## config.mk

```make
export PLATFORM = sky130hd
export DESIGN_NAME = irq_sleep_ctrl_flat
export DESIGN_NICKNAME = d
export VERILOG_FILES = /design/src/irq_sleep_pkg.sv /design/src/irq_sleep_if.sv /design/src/irq_sleep_ctrl.sv /design/src/wake_timer.sv /design/src/flat_wrapper.sv
export SDC_FILE = /design/constraint.sdc
export NUM_CORES = 1
export LEC_CHECK = 0
export ABC_AREA = 1
export CORE_UTILIZATION = 30
export CTS_CLUSTER_SIZE = 12
export DETAILED_ROUTE_END_ITERATION = 8
export DONT_BUFFER_PORTS = 1
export PLACE_DENSITY = 0.4
export SKIP_CTS_REPAIR_TIMING = 1
export SLEW_MARGIN = 20
export SYNTH_ARGS = -nofsm -noshare
export SYNTH_HDL_FRONTEND = slang
export SYNTH_SLANG_ARGS = --single-unit
```

## constraint.sdc

```tcl
create_clock -name clk_sys -period 5.35 [get_ports clk_sys]
set_input_delay 1.07 -clock clk_sys [delete_from_list [all_inputs] [get_ports clk_sys]]
set_output_delay 1.07 -clock clk_sys [all_outputs]
set_load 0.05 [all_outputs]
```

## src/irq_sleep_pkg.sv

```systemverilog
// constants shared by the interrupt/sleep controller and its core-side partner
// assumes one 250 MHz system clock; the slow oscillator arrives as a one-cycle tick
// What this block does
// - eight request lines, two pins plus six peripherals
// - per-line enables; hardware sets flags, software clears
// - flag sets on rising, falling or both edges
// - global enable permits, global disable blocks servicing
// - flags still set while line enable is zero
// - entry pushes pc, sp+2, clears global enable
// - return pops pc, sp-2, sets global enable
// - software keeps stack pointer bit zero clear
// - push/pop save and restore work and flag registers
// - software reserves two bytes per nesting level
// - light sleep gates only the system clock
// - deep sleep stops every oscillator, state kept
// - program memory off in both sleep modes
// - light sleep timers stop unless clocked elsewhere
// - slow oscillator stays on except in deep sleep; wake runs on it
// - light sleep wakes on enabled digital input toggle
// - light sleep wakes on non-system-clock timer match
// - comparator wakes light sleep if enable and wake
// - deep sleep wakes only on digital input toggle
// - wake latency 3000 or 45 slow clocks
// - fast boot forces fast wake, else option bit
// - pin wake resumes after sleep instruction, no reset
// - software disables comparator before deep sleep
package irq_sleep_pkg;
   localparam int n_lines = 8;
   localparam int line_ext_a = 0;
   localparam int line_ext_b = 1;
   localparam int line_adc = 2;
   localparam int line_timer16 = 3;
   localparam int line_comparator = 4;
   localparam int line_pwm0 = 5;
   localparam int line_timer_a = 6;
   localparam int line_timer_b = 7;
   localparam logic [15:0] vector_addr = 16'h0010;
   localparam logic [7:0] slot_bytes = 8'h02;
   localparam int cmp_enable_bit = 7;
   localparam int cmp_wake_bit = 6;
   localparam int fast_wake_bit = 5;
   localparam int wake_normal_clocks = 3000;
   localparam int wake_fast_clocks = 45;
   localparam int n_pins = 16;
   localparam logic [1:0] edge_rise = 2'h0;
   localparam logic [1:0] edge_fall = 2'h1;
   localparam logic [1:0] edge_both = 2'h2;
   typedef enum logic [2:0] {
      op_none, op_take_irq, op_reti, op_push, op_pop, op_light_sleep, op_deep_sleep
   } core_op_t;
endpackage

```

## src/irq_sleep_if.sv

```systemverilog
// carrier between the controller (device end) and the core-side end
interface irq_sleep_if;
   import irq_sleep_pkg::*;
   logic [2:0] op;
   logic op_valid;
   logic [15:0] pc;
   logic [7:0] work_register;
   logic [7:0] flags;
   logic op_done;
   logic [15:0] next_pc;
   logic [7:0] work_restore;
   logic [7:0] flags_restore;
   logic irq_pending;
   logic cpu_halted;
   modport device (input op, op_valid, pc, work_register, flags,
      output op_done, next_pc, work_restore, flags_restore, irq_pending, cpu_halted);
   modport core (output op, op_valid, pc, work_register, flags,
      input op_done, next_pc, work_restore, flags_restore, irq_pending, cpu_halted);
endinterface

```

## src/irq_sleep_ctrl.sv

```systemverilog
// device end: request flags, stack sequencing, sleep modes and wake-up
// assumes pin and peripheral inputs are asynchronous; stack ram sits in the core's data memory
module irq_sleep_ctrl
   import irq_sleep_pkg::*;
(
   // clock and reset
   input wire logic clk_sys,
   input wire logic reset,
   // core side
   irq_sleep_if.device core,
   // software-visible controls
   input wire logic [n_lines-1:0] irq_line_enables,
   input wire logic [2*n_lines-1:0] edge_select,
   input wire logic flag_write,
   input wire logic [n_lines-1:0] flag_write_data,
   input wire logic global_enable_op,
   input wire logic global_disable_op,
   input wire logic [7:0] stack_pointer_wdata,
   input wire logic stack_pointer_write,
   input wire logic [7:0] comparator_control,
   input wire logic [7:0] comparator_select,
   input wire logic [7:0] system_option,
   input wire logic fast_boot,
   // event sources and pins
   input wire logic [n_lines-1:0] irq_sources,
   input wire logic [n_pins-1:0] pins_in,
   input wire logic [n_pins-1:0] pin_direction,
   input wire logic [n_pins-1:0] pin_digital_enable,
   input wire logic [2:0] timer_match,
   input wire logic [2:0] timer_off_system_clock,
   input wire logic comparator_event,
   input wire logic slow_osc_tick,
   // stack memory port
   output logic stack_we,
   output logic [7:0] stack_addr,
   output logic [15:0] stack_wdata,
   input wire logic [15:0] stack_rdata,
   // status and power controls
   output logic [n_lines-1:0] irq_flags,
   output logic [7:0] stack_pointer,
   output logic global_enable,
   output logic system_clock_en,
   output logic fast_internal_osc_en,
   output logic slow_internal_osc_en,
   output logic crystal_osc_en,
   output logic program_mem_on,
   output logic system_clock_timer_run,
   output logic run_on_slow_osc
);
   typedef enum {st_run, st_pop_wait, st_light, st_deep, st_waking} state_t;
   state_t state_q;
   logic wake_done;

   ////////////////////////////////////////////////////////////////////////
   // two-flop synchronisers, edge detect compares the second stage with a third flop
   logic [n_lines-1:0] src_s1_q, src_s2_q, src_prev_q;
   logic [n_pins-1:0] pin_s1_q, pin_s2_q, pin_prev_q;
   logic [2:0] tm_s1_q, tm_s2_q;
   logic cmp_s1_q, cmp_s2_q;
   always_ff @(posedge clk_sys) begin
      src_s1_q <= irq_sources;
      src_s2_q <= src_s1_q;
      src_prev_q <= src_s2_q;
      pin_s1_q <= pins_in;
      pin_s2_q <= pin_s1_q;
      pin_prev_q <= pin_s2_q;
      tm_s1_q <= timer_match;
      tm_s2_q <= tm_s1_q;
      cmp_s1_q <= comparator_event;
      cmp_s2_q <= cmp_s1_q;
   end

   function automatic logic edge_hit(input logic now, input logic prev, input logic [1:0] sel);
      logic rise;
      logic fall;
      rise = now & ~prev;
      fall = ~now & prev;
      unique case (sel)
         edge_rise: edge_hit = rise;
         edge_fall: edge_hit = fall;
         default: edge_hit = rise | fall;
      endcase
   endfunction

   ////////////////////////////////////////////////////////////////////////
   // request flags
   logic [n_lines-1:0] hit;
   genvar g;
   generate
      for (g = 0; g < n_lines; g++) begin : g_edge
         assign hit[g] = edge_hit(src_s2_q[g], src_prev_q[g], edge_select[2*g +: 2]);
      end
   endgenerate

   always_ff @(posedge clk_sys) begin
      if (reset) begin
         irq_flags <= '0;
      end else begin
         // set beats clear; enables do not gate setting
         irq_flags <= ((flag_write ? (irq_flags & flag_write_data) : irq_flags)) | hit;
      end
   end

   always_ff @(posedge clk_sys) begin
      if (reset) begin
         global_enable <= 1'b0;
      end else if (core.op_valid && core.op == op_take_irq) begin
         global_enable <= 1'b0;
      end else if (state_q == st_pop_wait && op_q == op_reti) begin
         // a register pop shares the wait state but must not re-enable
         global_enable <= 1'b1;
      end else if (global_enable_op) begin
         global_enable <= 1'b1;
      end else if (global_disable_op) begin
         global_enable <= 1'b0;
      end
   end

   always_ff @(posedge clk_sys) begin
      if (reset) begin
         core.irq_pending <= 1'b0;
      end else begin
         core.irq_pending <= global_enable && |(irq_flags & irq_line_enables);
      end
   end

   ////////////////////////////////////////////////////////////////////////
   // stack sequencing; pc and work/flag pair each take one two-byte slot
   logic [2:0] op_q;
   always_ff @(posedge clk_sys) begin
      if (reset) begin
         stack_pointer <= 8'h00;
         stack_we <= 1'b0;
         stack_addr <= 8'h00;
         stack_wdata <= 16'h0000;
         op_q <= op_none;
      end else begin
         stack_we <= 1'b0;
         if (stack_pointer_write) begin
            stack_pointer <= stack_pointer_wdata; // bit 0 kept clear by software
         end else if (core.op_valid && state_q == st_run) begin
            op_q <= core.op;
            unique case (core.op)
               op_take_irq, op_push: begin
                  stack_we <= 1'b1;
                  stack_addr <= stack_pointer;
                  stack_wdata <= (core.op == op_push) ? {core.work_register, core.flags}
                                                      : core.pc;
                  stack_pointer <= stack_pointer + slot_bytes;
               end
               op_reti, op_pop: begin
                  stack_addr <= stack_pointer - slot_bytes;
                  stack_pointer <= stack_pointer - slot_bytes;
               end
               default: ;
            endcase
         end
      end
   end

   always_ff @(posedge clk_sys) begin
      if (reset) begin
         core.op_done <= 1'b0;
         core.next_pc <= 16'h0000;
         core.work_restore <= 8'h00;
         core.flags_restore <= 8'h00;
      end else begin
         core.op_done <= 1'b0;
         if (core.op_valid && state_q == st_run && core.op == op_take_irq) begin
            core.op_done <= 1'b1;
            core.next_pc <= vector_addr;
         end else if (core.op_valid && state_q == st_run && core.op == op_push) begin
            core.op_done <= 1'b1;
         end else if (state_q == st_pop_wait) begin
            core.op_done <= 1'b1;
            if (op_q == op_reti) begin
               core.next_pc <= stack_rdata;
            end else begin
               {core.work_restore, core.flags_restore} <= stack_rdata;
            end
         end else if (state_q == st_waking && wake_done) begin
            core.op_done <= 1'b1;
            core.next_pc <= core.pc;
         end
      end
   end

   ////////////////////////////////////////////////////////////////////////
   // sleep and wake
   logic pin_toggle_light, pin_toggle_deep, light_wake, deep_wake, fast_sel;
   assign pin_toggle_light = |((pin_s2_q ^ pin_prev_q) & pin_direction & pin_digital_enable);
   assign pin_toggle_deep = |((pin_s2_q ^ pin_prev_q) & pin_digital_enable);
   assign light_wake = pin_toggle_light || |(tm_s2_q & timer_off_system_clock)
      || (cmp_s2_q && comparator_control[cmp_enable_bit]
          && comparator_select[cmp_wake_bit]);
   assign deep_wake = pin_toggle_deep;
   assign fast_sel = fast_boot || system_option[fast_wake_bit];

   wake_timer u_wake (
      .clk_sys(clk_sys),
      .reset(reset),
      .start((state_q == st_light && light_wake) || (state_q == st_deep && deep_wake)),
      .fast(fast_sel),
      .osc_tick(slow_osc_tick),
      .done(wake_done)
   );

   always_ff @(posedge clk_sys) begin
      if (reset) begin
         state_q <= st_run;
      end else begin
         unique case (state_q)
            st_run: begin
               if (core.op_valid && (core.op == op_reti || core.op == op_pop)) begin
                  state_q <= st_pop_wait;
               end else if (core.op_valid && core.op == op_light_sleep) begin
                  state_q <= st_light;
               end else if (core.op_valid && core.op == op_deep_sleep) begin
                  state_q <= st_deep;
               end
            end
            st_pop_wait: state_q <= st_run;
            st_light: if (light_wake) state_q <= st_waking;
            st_deep: if (deep_wake) state_q <= st_waking;
            st_waking: if (wake_done) state_q <= st_run;
         endcase
      end
   end

   // deep sleep stops oscillators; the slow one must still tick out the wake delay,
   // so it restarts as soon as the waking period begins
   always_ff @(posedge clk_sys) begin
      if (reset) begin
         system_clock_en <= 1'b1;
         fast_internal_osc_en <= 1'b1;
         slow_internal_osc_en <= 1'b1;
         crystal_osc_en <= 1'b0;
         program_mem_on <= 1'b1;
         system_clock_timer_run <= 1'b1;
         run_on_slow_osc <= 1'b0;
         core.cpu_halted <= 1'b0;
      end else begin
         system_clock_en <= (state_q == st_run || state_q == st_pop_wait);
         core.cpu_halted <= !(state_q == st_run || state_q == st_pop_wait);
         program_mem_on <= (state_q == st_run || state_q == st_pop_wait);
         system_clock_timer_run <= (state_q == st_run || state_q == st_pop_wait);
         slow_internal_osc_en <= (state_q != st_deep);
         if (state_q == st_deep) begin
            fast_internal_osc_en <= 1'b0;
            crystal_osc_en <= 1'b0;
         end else if (state_q == st_run) begin
            // nothing else turns it back on, so it returns once the wake delay is over
            fast_internal_osc_en <= 1'b1;
         end
         if (state_q == st_waking) begin
            run_on_slow_osc <= 1'b1;
         end else if (state_q == st_run && core.op_valid) begin
            run_on_slow_osc <= 1'b0;
         end
      end
   end
endmodule // irq_sleep_ctrl

```

## src/wake_timer.sv

```systemverilog
// wake latency counter, steps on slow-oscillator ticks
// assumes osc_tick is a one-cycle pulse on clk_sys
module wake_timer
   import irq_sleep_pkg::*;
#(
   parameter int normal_clocks = wake_normal_clocks,
   parameter int fast_clocks = wake_fast_clocks
) (
   input wire logic clk_sys,
   input wire logic reset,
   input wire logic start,
   input wire logic fast,
   input wire logic osc_tick,
   output logic done
);
   logic [11:0] count_q;
   logic busy_q;

   always_ff @(posedge clk_sys) begin
      if (reset) begin
         busy_q <= 1'b0;
         count_q <= 12'h000;
         done <= 1'b0;
      end else begin
         done <= 1'b0;
         if (start) begin
            busy_q <= 1'b1;
            count_q <= fast ? 12'(fast_clocks - 1) : 12'(normal_clocks - 1);
         end else if (busy_q && osc_tick) begin
            if (count_q == 12'h000) begin
               busy_q <= 1'b0;
               done <= 1'b1;
            end else begin
               count_q <= count_q - 12'h001;
            end
         end
      end
   end
endmodule // wake_timer
```

## src/flat_wrapper.sv

```systemverilog
// flat-port wrapper written by rule: the top's interface ports become plain ports
module irq_sleep_ctrl_flat import irq_sleep_pkg::*;
  (clk_sys, reset, irq_line_enables, edge_select, flag_write, flag_write_data, global_enable_op, global_disable_op, stack_pointer_wdata, stack_pointer_write, comparator_control, comparator_select, system_option, fast_boot, irq_sources, pins_in, pin_direction, pin_digital_enable, timer_match, timer_off_system_clock, comparator_event, slow_osc_tick, stack_we, stack_addr, stack_wdata, stack_rdata, irq_flags, stack_pointer, global_enable, system_clock_en, fast_internal_osc_en, slow_internal_osc_en, crystal_osc_en, program_mem_on, system_clock_timer_run, run_on_slow_osc, core_op, core_op_valid, core_pc, core_work_register, core_flags, core_op_done, core_next_pc, core_work_restore, core_flags_restore, core_irq_pending, core_cpu_halted);
  irq_sleep_if core_i ();
  input wire logic clk_sys;
  input wire logic reset;
  input wire logic [n_lines-1:0] irq_line_enables;
  input wire logic [2*n_lines-1:0] edge_select;
  input wire logic flag_write;
  input wire logic [n_lines-1:0] flag_write_data;
  input wire logic global_enable_op;
  input wire logic global_disable_op;
  input wire logic [7:0] stack_pointer_wdata;
  input wire logic stack_pointer_write;
  input wire logic [7:0] comparator_control;
  input wire logic [7:0] comparator_select;
  input wire logic [7:0] system_option;
  input wire logic fast_boot;
  input wire logic [n_lines-1:0] irq_sources;
  input wire logic [n_pins-1:0] pins_in;
  input wire logic [n_pins-1:0] pin_direction;
  input wire logic [n_pins-1:0] pin_digital_enable;
  input wire logic [2:0] timer_match;
  input wire logic [2:0] timer_off_system_clock;
  input wire logic comparator_event;
  input wire logic slow_osc_tick;
  output logic stack_we;
  output logic [7:0] stack_addr;
  output logic [15:0] stack_wdata;
  input wire logic [15:0] stack_rdata;
  output logic [n_lines-1:0] irq_flags;
  output logic [7:0] stack_pointer;
  output logic global_enable;
  output logic system_clock_en;
  output logic fast_internal_osc_en;
  output logic slow_internal_osc_en;
  output logic crystal_osc_en;
  output logic program_mem_on;
  output logic system_clock_timer_run;
  output logic run_on_slow_osc;
  input wire logic [$bits(core_i.op)-1:0] core_op;
  input wire logic [$bits(core_i.op_valid)-1:0] core_op_valid;
  input wire logic [$bits(core_i.pc)-1:0] core_pc;
  input wire logic [$bits(core_i.work_register)-1:0] core_work_register;
  input wire logic [$bits(core_i.flags)-1:0] core_flags;
  output wire logic [$bits(core_i.op_done)-1:0] core_op_done;
  output wire logic [$bits(core_i.next_pc)-1:0] core_next_pc;
  output wire logic [$bits(core_i.work_restore)-1:0] core_work_restore;
  output wire logic [$bits(core_i.flags_restore)-1:0] core_flags_restore;
  output wire logic [$bits(core_i.irq_pending)-1:0] core_irq_pending;
  output wire logic [$bits(core_i.cpu_halted)-1:0] core_cpu_halted;
  assign core_i.op = core_op;
  assign core_i.op_valid = core_op_valid;
  assign core_i.pc = core_pc;
  assign core_i.work_register = core_work_register;
  assign core_i.flags = core_flags;
  assign core_op_done = core_i.op_done;
  assign core_next_pc = core_i.next_pc;
  assign core_work_restore = core_i.work_restore;
  assign core_flags_restore = core_i.flags_restore;
  assign core_irq_pending = core_i.irq_pending;
  assign core_cpu_halted = core_i.cpu_halted;
  irq_sleep_ctrl u_core (.clk_sys(clk_sys), .reset(reset), .core(core_i), .irq_line_enables(irq_line_enables), .edge_select(edge_select), .flag_write(flag_write), .flag_write_data(flag_write_data), .global_enable_op(global_enable_op), .global_disable_op(global_disable_op), .stack_pointer_wdata(stack_pointer_wdata), .stack_pointer_write(stack_pointer_write), .comparator_control(comparator_control), .comparator_select(comparator_select), .system_option(system_option), .fast_boot(fast_boot), .irq_sources(irq_sources), .pins_in(pins_in), .pin_direction(pin_direction), .pin_digital_enable(pin_digital_enable), .timer_match(timer_match), .timer_off_system_clock(timer_off_system_clock), .comparator_event(comparator_event), .slow_osc_tick(slow_osc_tick), .stack_we(stack_we), .stack_addr(stack_addr), .stack_wdata(stack_wdata), .stack_rdata(stack_rdata), .irq_flags(irq_flags), .stack_pointer(stack_pointer), .global_enable(global_enable), .system_clock_en(system_clock_en), .fast_internal_osc_en(fast_internal_osc_en), .slow_internal_osc_en(slow_internal_osc_en), .crystal_osc_en(crystal_osc_en), .program_mem_on(program_mem_on), .system_clock_timer_run(system_clock_timer_run), .run_on_slow_osc(run_on_slow_osc));
endmodule
```

==> results by group <==
Clock network
  • Reg clk slew, reported paths: 0.07 ns
  • Clock root buffer master: clkbuf_16
  • CTS tree: done
  • CTS sink cnt: 181
  • CTS Buf Count: 17
  • Worst-Skew Late Latency: 0.43 ns
  • H-tree Lvls: 4
  • Max clock buf depth: 2

Yosys
  • Cell Area, Synth: 0.007262 mm^2
  • Syn Inst Count: 924
  • Main synth FF type: dfxtp_1
  • Yosys reg bits: 181
  • EDFF count, synth: 0
  • Distinct cells, synth: 47
  • Register area share after synthesis: 49.90%
  • Yosys warns: 0
  • FFs w/ async S/R, synth: 0%
  • Syn Nets: 1130
  • Syn Area/Cell: 7.859 um^2

Power
  • Leak: 3.675 nW
  • PD cells: 543.1 mW/mm^2
  • Max IR drop VDD: 0.0001935 V

Routing
  • Antenna Violating Nets Remaining: 0
  • Drt drc: 0
  • First DRT Iteration DRCs: 175
  • Via count: 5617
  • Vias/cell: 4.504
  • DRT Pass-1 Iters: 4
  • Total Wirelength: 19.60 mm
  • Routed len/inst: 15.72 um

Global routing
  • GRT Residual Overflow: 0
  • Largest net degree at the start of global routing: 36
  • Initial antenna violation count: 0
  • First-pass GRT wire length: 29.31 mm
  • Number of global-route vias before repair: 5279
  • Total Routing Usage GR: 15.65%

Critical path
  • CP Launch Type: input pin
  • Worst path max stage delay: 0.65 ns
  • Critical path peak fanout: 17
  • Worst-path cell chain: inv_1, nand2_1, nor2_2, inv_2, nor2_1, nor3_1, o21ai_0, a21oi_1
  • CP Buf/Inv Count: 2
  • Worst Path Required: 5.66 ns
  • R2R Setup Slk: 2.91 ns
  • CP Class: in2reg
  • Crit path max-delay family: simple AND/OR/NAND/NOR gates
  • Slowest CP cell: nor2_2
  • CP arrival: 2.80 ns
  • CP Capture Type: register

Cells and area
  • # fillers: 2557
  • # diodes: 0
  • Layout Nets: 1121
  • Area of the multi-input gates: 0.003005 mm^2
  • Share of layout cells above drive strength 1: 6.681%
  • Area growth from synthesis to layout: 11.79%
  • Fin util: 34.38%
  • Cell area after layout: 0.008118 mm^2
  • Reg area: 0.003623 mm^2
  • Fin cells: 1247

Floorplan
  • Initial Utilization: 30.75%
  • Die width: 157.6 um
  • # rows: 56
  • IO Count: 271
  • Die ar.: 0.02483 mm^2
  • Core ar.: 0.02361 mm^2
  • Floorplan die height: 157.6 um

Placed design
  • Gpl congestion: 0.7790
  • Post-DP Area: 0.007522 mm^2
  • Placed Cells incl. Taps: 1215
  • IO buf count: 0
  • Post-detail-place hpwl: 14.73 mm

Timing
  • Hold Slack: 0.3271 ns
  • Worst slew pin tran: 1.021 ns
  • Clk_skew: 0.01036 ns
  • Finish-stage setup viols: 0
  • Period utilisation layout: 46.55%
  • Final hold vios: 0
  • Highest clock rate: 401.5 MHz
  • TNS Setup: 0 ns
  • RSZ-0062 raised after global routing: no
  • Max Slew Vio Count: 0
  • Slew margin rel.: 31.51%
  • Crit path time final: 2.490 ns

Flow run
  • Max-capacitance violation count: 0

Status
  • Status: complete, no violations

Min path
  • HP Class: reg2reg
Yosys cell counts, types with 3 or more instances:
| cell type | instances | area [um^2] |
|---|---|---|
| nor2_1 | 115 | 431.7 |
| xnor2_1 | 3 | 26.28 |
| a31oi_1 | 47 | 294.0 |
| nor2_4 | 3 | 33.78 |
| o21ai_0 | 86 | 430.4 |
| nand2_2 | 4 | 25.02 |
| buf_4 | 3 | 22.52 |
| buf_6 | 3 | 33.78 |
| nand2_1 | 175 | 656.9 |
| inv_1 | 117 | 439.2 |
| dfxtp_1 | 181 | 3623 |
| nand4_1 | 19 | 118.9 |
| nand3_1 | 38 | 190.2 |
| ha_1 | 19 | 237.7 |
| buf_2 | 6 | 30.03 |
| a21oi_1 | 20 | 100.1 |
| o21bai_1 | 6 | 45.04 |
| nor2_2 | 3 | 18.77 |
| clkbuf_1 | 16 | 60.06 |
| nor3_1 | 10 | 50.05 |
| inv_2 | 8 | 30.03 |
| xor2_1 | 10 | 87.58 |
registers in the layout, indices dropped and copies added, names as in the netlist, 12 cells and up:
signal                 flops
u_core.u_wake.count_q     12
u_core.pin_s2_q           16
u_core.core.next_pc       16
u_core.pin_s1_q           16
u_core.pin_prev_q         16
u_core.stack_wdata        16
layer usage:
| layer | vias up | wire length, um | part of all wire [%] | GRT usage [%] |
|---|---|---|---|---|
| met4 | 0 | 174 | 0.89 | 4.623 |
| met1 | 2492 | 9121 | 47 | 20.36 |
| met2 | 140 | 9101 | 46 | 24.67 |
| li1 | 2975 | - | - | - |
| met5 | - | 0 | 0 | 0 |
| met3 | 10 | 1204 | 6.1 | 4.900 |
through the flow:
step                      power [W]  setup WS, ns
after floorplan            0.002981         3.038
after global placement     0.003195         2.288
after detailed placement   0.003186         2.332
after CTS                  0.004472         2.787
after global routing       0.004691         2.595
final                      0.004409         2.860
worst paths after layout:
| path | start | to | cells past startpoint |
|---|---|---|---|
| max | core_op[2] | u_core.core.next_pc[4]$_SDFFE_PP0P_ | 8 |
| min | u_core.pin_s1_q[2]$_DFF_P_ | u_core.pin_s2_q[2]$_DFF_P_ | 0 |
| max reg2reg | u_core.state_q[2]$_SDFFE_PP0P_ | u_core.core.next_pc[8]$_SDFFE_PP0P_ | 10 |
| min reg2reg | u_core.pin_s1_q[2]$_DFF_P_ | u_core.pin_s2_q[2]$_DFF_P_ | 0 |
power by group:
group | leakage, nW | switching (W) | internal [W]
combinational | 1.88 | 0.000621 | 0.000319
clock | 0.290 | 0.000623 | 0.000643
sequential | 1.50 | 0.000636 | 0.00157
cell type report:
type                            instances  area share [%]
Inverter                              127           5.903
Tap cell                              319           4.917
Sequential cell                       181           44.64
Timing Repair Buffer                    2          0.1850
Clock buffer                           18           5.410
Clock inverter                         14           1.927
Multi-Input combinational cell        586           37.02
logic make-up (layout without fill, tap and decap cells):
family                     count (synthesis)  count (layout)  synth area share, %
and+or+nand+nor                          379             379                22.59
DFF                                      181             181                49.90
AOI/OAI and AO/OA                        174             174                13.90
buffers and inverters                    157             161                8.718
adders and majority gates                 19              19                3.274
xor gates and xnor gates                  13              13                1.568
other                                      1               1              0.05164
placed cells by master (no fill, tap or decap), types with 4 or more instances in the layout:
master / n
xor2_1: 10
dfxtp_1: 181
o21ai_0: 86
a21oi_1: 20
a31oi_1: 47
inv_8: 5
ha_1: 19
nor3_1: 10
o21bai_1: 6
nand4_1: 19
nand3_1: 38
nor2_1: 115
nand2_1: 175
inv_6: 4
inv_1: 117
nand2_2: 4
clkbuf_16: 17
inv_2: 8
No activity file was read; power rests on OpenSTA's default activity.
